File: config.mk
export PLATFORM = sky130hd
export DESIGN_NAME = wake_interrupt_aggregator
export DESIGN_NICKNAME = d
export VERILOG_FILES = /design/src/hw/wake_interrupt_aggregator.v
export VERILOG_INCLUDE_DIRS = /design/src /design/src/hw
export SDC_FILE = /design/constraint.sdc
export NUM_CORES = 2
export LEC_CHECK = 0
export BUFFER_PORTS_ARGS = -buffer_cell sky130_fd_sc_hd__buf_2
export CAP_MARGIN = 20
export CORE_AREA = 2 2 718 720
export CTS_BUF_LIST = sky130_fd_sc_hd__clkbuf_16
export DETAILED_ROUTE_END_ITERATION = 6
export DIE_AREA = 0 0 720 722
export SYNTH_ARGS = -nofsm -noshare
export SYNTH_HDL_FRONTEND = slang
export SYNTH_SLANG_ARGS = --single-unit
File: constraint.sdc
create_clock -name clk_sys -period 12.2 [get_ports clk_sys]
set_input_delay 0.61 -clock clk_sys [delete_from_list [all_inputs] [get_ports clk_sys]]
set_output_delay 0.61 -clock clk_sys [all_outputs]
set_load 0.05 [all_outputs]
File: src/hw/wake_agg_regs.vh
`ifndef WAKE_AGG_REGS_VH
`define WAKE_AGG_REGS_VH

// group count and width
`define NUM_GROUPS      16
`define GROUP_WIDTH     32
`define GROUP_EIGHT     8
`define GROUP_NINE      9
`define GROUP_EIGHT_W   22
`define GROUP_NINE_W    31
// aggregated vectors at the processor
`define VEC_GROUP_EIGHT 57
`define VEC_GROUP_NINE  58

// per group register slots, addr[3:2]
`define REG_STATUS      2'h0
`define REG_EN_SET      2'h1
`define REG_EN_CLR      2'h2
`define REG_RESULT      2'h3
// global registers, addr[8] set
`define REG_GROUP_SEL   9'h100
`define REG_CONTROL     9'h104
`define REG_WAKE_STAT   9'h108
`define CTRL_ROUTE_BIT  0

// reset values
`define RST_STATUS      32'h0
`define RST_ENABLE      32'h0
`define RST_GROUP_SEL   16'h0
`define RST_ROUTE       1'b0

// pin edge detection codes
`define DET_W           3
`define DET_RISE        3'h5
`define DET_FALL        3'h6
`define DET_EITHER      3'h7

`endif

File: src/hw/wake_interrupt_aggregator.v
// Behaviour
// - any enabled wake-capable event raises the wake request toward power management.
// - the wake request path is combinational, working with no clock running.
// - wake is the OR over wake-capable sources of each source ANDed with its enable.
// - a pin input can wake only while its detection setting is rising, falling or either edge.
// - a shared-pin wake source wakes only while its pin's detection setting is an edge mode.
// - debug accesses are no wake source; firmware arms a falling edge on the debug clock pin.
// - group eight holds pins 140 to 165 at bits 0 to 21, all wake-capable, vector 57.
// - group nine holds pins 100 to 136 at bits 0 to 30, all wake-capable, vector 58.
// - result is status AND enable, and the OR of result gated by group select drives the group line.
// - there are sixteen groups, each with latched status and enable and a derived result.
// - with direct routing enabled every result bit is also forwarded on its own line.
`timescale 1ns/100ps
`default_nettype none
`include "wake_agg_regs.vh"

module wake_interrupt_aggregator
#(
  parameter [511:0] OTHER_WAKE_MASK = 512'h0,
  parameter [511:0] SHARED_PIN_MASK = 512'h0
)
(
  input  wire         clk_sys,
  input  wire         rst,
  input  wire [8:0]   addr,
  input  wire [31:0]  wr_data,
  input  wire         wr_en,
  input  wire         rd_en,
  output reg  [31:0]  rd_data,
  input  wire [511:0] src_event,
  input  wire [21:0]  pin_event_g8,
  input  wire [65:0]  det_mode_g8,
  input  wire [30:0]  pin_event_g9,
  input  wire [92:0]  det_mode_g9,
  input  wire [511:0] shared_edge_ok,
  output reg  [15:0]  group_irq,
  output reg  [511:0] direct_irq,
  output wire         wake_request
);

  ////////////////////////////////////////////////////////////////////////////
  // storage

  reg  [31:0]  stat [0:15];
  reg  [31:0]  en   [0:15];
  reg  [15:0]  group_sel;
  reg          route_en;
  wire [511:0] src_all;
  wire [511:0] stat_flat;
  wire [511:0] en_flat;
  wire [511:0] result_flat;
  wire [511:0] wake_ok;
  wire [511:0] wake_vec;
  wire [21:0]  qual_g8;
  wire [30:0]  qual_g9;
  wire         wr_grp;
  wire [3:0]   wr_g;
  wire [1:0]   wr_r;
  reg  [31:0]  next_rd;
  integer      g;
  integer      k;

  assign wr_grp = wr_en & ~addr[8];
  assign wr_g   = addr[7:4];
  assign wr_r   = addr[3:2];

  ////////////////////////////////////////////////////////////////////////////
  // pin qualifiers from edge detection setting

  genvar i;
  generate
    for (i = 0; i < `GROUP_EIGHT_W; i = i + 1)
    begin : q8
      assign qual_g8[i] = (det_mode_g8[i*3 +: 3] == `DET_RISE) |
                          (det_mode_g8[i*3 +: 3] == `DET_FALL) |
                          (det_mode_g8[i*3 +: 3] == `DET_EITHER);
    end
    for (i = 0; i < `GROUP_NINE_W; i = i + 1)
    begin : q9
      assign qual_g9[i] = (det_mode_g9[i*3 +: 3] == `DET_RISE) |
                          (det_mode_g9[i*3 +: 3] == `DET_FALL) |
                          (det_mode_g9[i*3 +: 3] == `DET_EITHER);
    end
  endgenerate

  ////////////////////////////////////////////////////////////////////////////
  // source mapping, flattening and wake qualification per group

  generate
    for (i = 0; i < `NUM_GROUPS; i = i + 1)
    begin : grp
      if (i == `GROUP_EIGHT)
      begin : ge
        // pins 140..165 at bits 0..21
        assign src_all[i*32 +: 32] = {10'h0, pin_event_g8};
        assign wake_ok[i*32 +: 32] = {10'h0, qual_g8};
      end
      else if (i == `GROUP_NINE)
      begin : gn
        // pins 100..136 at bits 0..30
        assign src_all[i*32 +: 32] = {1'b0, pin_event_g9};
        assign wake_ok[i*32 +: 32] = {1'b0, qual_g9};
      end
      else
      begin : go
        assign src_all[i*32 +: 32] = src_event[i*32 +: 32];
        // shared-pin sources need an edge mode on their pin
        assign wake_ok[i*32 +: 32] = OTHER_WAKE_MASK[i*32 +: 32] &
          (~SHARED_PIN_MASK[i*32 +: 32] | shared_edge_ok[i*32 +: 32]);
      end
      assign stat_flat[i*32 +: 32]   = stat[i];
      assign en_flat[i*32 +: 32]     = en[i];
      assign result_flat[i*32 +: 32] = stat[i] & en[i];
    end
  endgenerate

  ////////////////////////////////////////////////////////////////////////////
  // wake request, no clock in the path; raw events cover clock-off sleep,
  // latched status holds the request until cleared or disabled.
  // debug port activity has no input here and cannot wake.

  assign wake_vec     = (src_all | stat_flat) & en_flat & wake_ok;
  assign wake_request = |wake_vec;

  ////////////////////////////////////////////////////////////////////////////
  // status and enable registers for all sixteen groups

  always @(posedge clk_sys)
  begin
    if (rst)
    begin
      for (g = 0; g < `NUM_GROUPS; g = g + 1)
      begin
        stat[g] <= `RST_STATUS;
        en[g]   <= `RST_ENABLE;
      end
    end
    else
    begin
      for (g = 0; g < `NUM_GROUPS; g = g + 1)
      begin
        // write one clears, a new event wins over the clear
        stat[g] <= (stat[g] & ~((wr_grp && wr_g == g[3:0] && wr_r == `REG_STATUS) ?
                   wr_data : 32'h0)) | src_all[g*32 +: 32];
        if (wr_grp && wr_g == g[3:0] && wr_r == `REG_EN_SET)
          en[g] <= en[g] | wr_data;
        else if (wr_grp && wr_g == g[3:0] && wr_r == `REG_EN_CLR)
          en[g] <= en[g] & ~wr_data;
      end
    end
  end

  ////////////////////////////////////////////////////////////////////////////
  // global control registers

  always @(posedge clk_sys)
  begin
    if (rst)
    begin
      group_sel <= `RST_GROUP_SEL;
      route_en  <= `RST_ROUTE;
    end
    else if (wr_en && addr == `REG_GROUP_SEL)
      group_sel <= wr_data[15:0];
    else if (wr_en && addr == `REG_CONTROL)
      route_en  <= wr_data[`CTRL_ROUTE_BIT];
  end

  ////////////////////////////////////////////////////////////////////////////
  // aggregated and direct interrupt lines

  always @(posedge clk_sys)
  begin
    if (rst)
    begin
      group_irq  <= 16'h0;
      direct_irq <= 512'h0;
    end
    else
    begin
      for (k = 0; k < `NUM_GROUPS; k = k + 1)
        group_irq[k] <= (|result_flat[k*32 +: 32]) & group_sel[k];
      direct_irq <= route_en ? result_flat : 512'h0;
    end
  end

  ////////////////////////////////////////////////////////////////////////////
  // read decode

  always @*
  begin
    next_rd = 32'h0;
    if (addr[8])
    begin
      case (addr)
        `REG_GROUP_SEL: next_rd = {16'h0, group_sel};
        `REG_CONTROL:   next_rd = {31'h0, route_en};
        `REG_WAKE_STAT: next_rd = {31'h0, wake_request};
        default:        next_rd = 32'h0;
      endcase
    end
    else
    begin
      case (wr_r)
        `REG_STATUS: next_rd = stat[addr[7:4]];
        `REG_EN_SET: next_rd = en[addr[7:4]];
        `REG_EN_CLR: next_rd = en[addr[7:4]];
        `REG_RESULT: next_rd = stat[addr[7:4]] & en[addr[7:4]];
        default:     next_rd = 32'h0;
      endcase
    end
  end

  // read data one cycle after strobe, held otherwise
  always @(posedge clk_sys)
  begin
    if (rst)
      rd_data <= 32'h0;
    else if (rd_en)
      rd_data <= next_rd;
  end

endmodule

`default_nettype wire

; Word level (Yosys, flattened, before mapping)
; Memory sizes are Yosys's and may differ from the RTL's.
; Cells that the tools add are included.
[word_totals]
reg_bits = 577
ramBits = 1024
input_bits = 1281
output_inout_bits = 561
wordCells = 732
memories = 2
[mem_list]
columns = memory, depth, word_bits, rd, rd_ports_with_merged_regs, write_ports, line
row1 = en, 16, 32, 17, 0, 16, wake_interrupt_aggregator.v:45  ; reg [31:0] en [0:15];
row2 = stat, 16, 32, 17, 0, 16, wake_interrupt_aggregator.v:44  ; reg [31:0] stat [0:15];
[op_classes]
eq_ne = 180
mux = 182
n_bitwise = 275
n_reduce_logical = 88
[ops]
columns = operator, n
row1 = 32-bit 2-to-1 mux, 65
row2 = 32-bit bitwise AND, 49
row3 = 32-bit bitwise OR, 30
row4 = 32-bit NOT, 17
row5 = 512-bit by 319-bit bitwise AND with 512-bit output, 1
row6 = 512-bit bitwise AND, 1
row7 = 512-bit bitwise OR, 1
row8 = 32-bit OR reduction, 16
row9 = 512-bit OR reduction, 1
row10 = 3-bit equality test (second input constant), 159
row11 = 1-bit bitwise OR, 154
row12 = 1-bit 2-to-1 mux, 115
row13 = 32-bit case mux with 3 select lines, 1
row14 = 1-bit logical AND, 66
row15 = 16-bit case mux with 3 select lines, 1
row16 = 4-bit equality test (second input constant), 8
row17 = 32-bit by 22-bit bitwise OR with 32-bit output, 1
row18 = 32-bit by 31-bit bitwise OR with 32-bit output, 1
row19 = 9-bit equality test (second input constant), 3
row20 = 1-bit bitwise AND, 17
row21 = 4-bit by 3-bit equality test with 1-bit output (second input constant), 4
row22 = 4-bit by 2-bit equality test with 1-bit output (second input constant), 2
row23 = 2-bit equality test (second input constant), 2
row24 = 4-bit by 1-bit equality test with 1-bit output (second input constant), 1
row25 = other kinds (6), 9

; Logic depth before layout (Yosys ltp)
[depth]
depth_word = 9
mapped_depth = 10
depth_no_buf = 8

; Worst setup path after synthesis
; No wires, ideal clock.
[synth_timing]
path_kind = input to register
from = in addr[7]
to = mem en[12][0] (enable)
setup_time_ns = 0.466
arrival_ns = 3.984
required_time_ns = 11.734
slack_ns = 7.750
cell_stages = 5
n_path_buf = 3
cell_sequence = clkbuf_1 > buf_2 > clkbuf_1 > o211ai_1 > o21ai_0
[synth_lines]
columns = element, line
row1 = "start, declared", wake_interrupt_aggregator.v:25  ; input wire [8:0] addr,
row2 = "end, declared", wake_interrupt_aggregator.v:45

==> results.yml <==
outcome:
  outcome: "finished, final reports clean"
yosys:
  synth-main-ff-cell: "dfxtp_1"
  synth-seq-cells: 1601
  synth-edff-count: 512
  postSynthCellCount: 6589
  synth.avg_cell_area_um2: 10.09
  synthArstFlopShare_pct: 0
  synth_nets: 7875
  yosysUniqueCellTypes: 50
  ys_warn_count: 0
  synthesis.area_um2: 66450
  synth_seq_area_share_pct: 55.94
worst_hold_path:
  holdPathStages: 3
  hold_class: "primary input to flip-flop"
  hp-start: "pin_event_g9[29]"
  hold_end: "stat[9][29]"
sta:
  timing.fmax_mhz: 187.5
  worst_pin_slew_ns: 1.246
  fin_crit_sh_pct: 43.71
  period_minus_slack_ns: 5.333
  rsz0062_at_grt: "no"
  max-slew-margin-rel_pct: 16.90
  setup_viol: 0
  setup-tns-final_ns: 0
  skew_ns: 0.08252
  hold_viol: 0
  slew_viol_final: 0
floorplan:
  initial_core_util_pct: 12.99
  die_area_um2: 519800
  rows: 263
  io_pins: 1842
  die_w_um: 720
  fp.dieH_um: 722
  core_area_um2: 511700
route:
  avgViaCountPerCell: 4.353
  routed-via-count: 66784
  drc: 0
  firstDrtPassIters: 6
  wl_um: 543900
  drt_iter0_drc: 10738
  antenna_left: 0
  routedWlPerCell_um: 35.45
power_and_ir_drop:
  swShare_pct: 30.01
  power.share.clock_pct: 43.8
  ir_drop_mv: 0.1175
  power_leakage_nw: 34.84
  netSwitchingPower_mw: 4.105
  pwr-share-seq_pct: 43.8
  combPwrFrac_pct: 12.5
  intPower_mw: 9.575
  power_density_nw_per_um2: 148.2
worst_setup_path:
  cp_max_fo: 4
  crit_type: "flip-flop to output port"
  rrSetupSlack_ns: 8.54
  setup.worst_path.end_class: "output port"
  cp_slowest_cell: "nand4_1"
  r2r_cells: 6
  path_cells: "o211ai_1 > o22ai_1 > nor4_1 > nand4_1 > or2_2 > buf_2"
  crit_family: "simple AND/OR/NAND/NOR gates"
  critical_path_required_ns: 11.59
  worst-path-buf-inv: 1
  slowest_delay_ns: 0.84
  regToRegStartpoint: "stat[9][14]"
  cp-start-kind: "flip-flop"
  timing.rr.end: "rd_data[0]"
  cp_data_arrival_time_ns: 4.72
global_route:
  gr-total-overflow: 0
  grt_pass1_vias: 59659
  grt_usage_pct: 19.91
  antenna_found_initial: 366
  grt_pass1_wl_um: 670900
  grt_max_degree: 184
final_layout:
  final_nets: 9431
  finalNonFillerCells: 15343
  multiInputGateArea_um2: 27280
  fillers: 56847
  drive_above_1_share_pct: 24.85
  regArea_um2: 37180
  final_cell_mix: "1,483 x nor2_1, 1,245 x buf_2, 1,089 x dfxtp_1, 1,038 x nand2_1, 551 x a21oi_1"
  layout_commonest_cell: "nor2_1"
  synthToLayoutAreaGrowth_pct: 38.94
clock_network:
  cts_setup_buffers: 0
  cts_resized: 0
  clk_latency_ns: 0.94
  cts_root_buf: "clkbuf_16"
  cts_buffers: 193
  cts.clk_slew.worst_paths_ns: 0.06
  cts_tree: "built"
  cts_sinks: 1601
  h-tree-depth: 4
  clockBufferDepth: 4
place:
  gp_congestion: 0.9587
  io_buffers: 1265
  dp_hpwl_um: 438200
  dp_cells: 14212
job:
  drv_cap: 0
## cells in the mapped netlist, drive strengths merged, types with 15 or more instances
library cell,instances,share of area [%]
a211oi,480,5.4
a21oi,557,4.2
a221oi,15,0.20
a22oi,47,0.53
and3,94,0.88
and4,16,0.21
buf,167,1.3
clkbuf,358,2.0
dfxtp,1089,33
edfxtp,512,23
mux2i,19,0.29
mux4,318,11
nand2,1046,5.9
nand4,100,0.94
nor2,1515,8.6
nor2b,21,0.20
o211ai,28,0.32
o21ai,29,0.22
o22a,32,0.42
o22ai,54,0.51
o311a,15,0.23
or4,15,0.17
## worst min-delay path: stages
cell and delay [ns]:
buf_2 0.19, a21oi_1 0.06, nor2_1 0.07
## flip-flops by register name, indices dropped and copies added (netlist names)
name        flops
group_irq      16
stat          512
group_sel      16
route_en        1
direct_irq    512
rd_data        32
en            512
## cells by family after synthesis
family                     after synthesis  synth area share (%)
and+or+nand+nor                       2841                 17.21
muxes                                  337                 11.06
DFF                                   1601                 55.94
AOI/OAI and AO/OA                     1276                 12.32
buffers and inverters                  529                 3.368
adders and majority gates                5               0.09414
## per-stage QoR
step	hold WS (ns)	power, mW	util [%]	worst slack, ns	area, um2
finish	0.05948	13.68	18.04	6.867	92330
global route	0.04014	13.97	17.98	6.952	92010
CTS	0.0004063	13.71	17.91	6.924	91620
detailed placement	0.4415	7.564	15.70	7.222	80320
global placement	0.4309	7.549	15.70	7.267	80320
floorplan	0.4220	6.604	-	7.750	66450
## routing by layer
layer  up-vias  track usage (%)  wire, um
met5         -                0       725
met4       112            12.87     42020
met3      1205            6.371     60590
met2      5382            30.69    238100
met1     33124            23.82    202500
li1      26961                -         -
## power by group through the flow
stage                     logic [mW]  registers (mW)  clock network, mW
after floorplan                0.646            5.96                  0
after global placement          1.47            6.08                  0
after detailed placement        1.48            6.09                  0
after CTS                       1.68            5.97               6.05
after global routing            1.74            5.99               6.24
final                           1.71            5.99               5.99
## worst max path at each step
stage	from	slack, ns	cells past startpoint	end
6_report	stat[9][14]	6.87	6	wake_request
5_1_grt	stat[8][2]	6.95	6	wake_request
4_1_cts	stat[8][2]	6.92	6	wake_request
3_5_place_dp	addr[5]	7.22	9	rd_data[9]
3_3_place_gp	addr[5]	7.27	9	rd_data[9]
2_1_floorplan	addr[7]	7.75	5	en[12][0]
## repair_timing
item                                   4_1_cts  5_1_grt
hold buffers                               494        0
endpoints found under the hold margin      491        0
setup endpoints to repair                    0        0
## area by class of cell
type,instances,area share [%]
clock inverter,151,1.220
antenna,276,0.7481
clock buffer,209,5.665
sequential,1601,40.27
timing repair buffer,1886,13.38
multi-input combinational,4459,29.55
inverter,4,0.01626
tap,6757,9.157
Note: power is estimated with default switching activity, not from simulation.
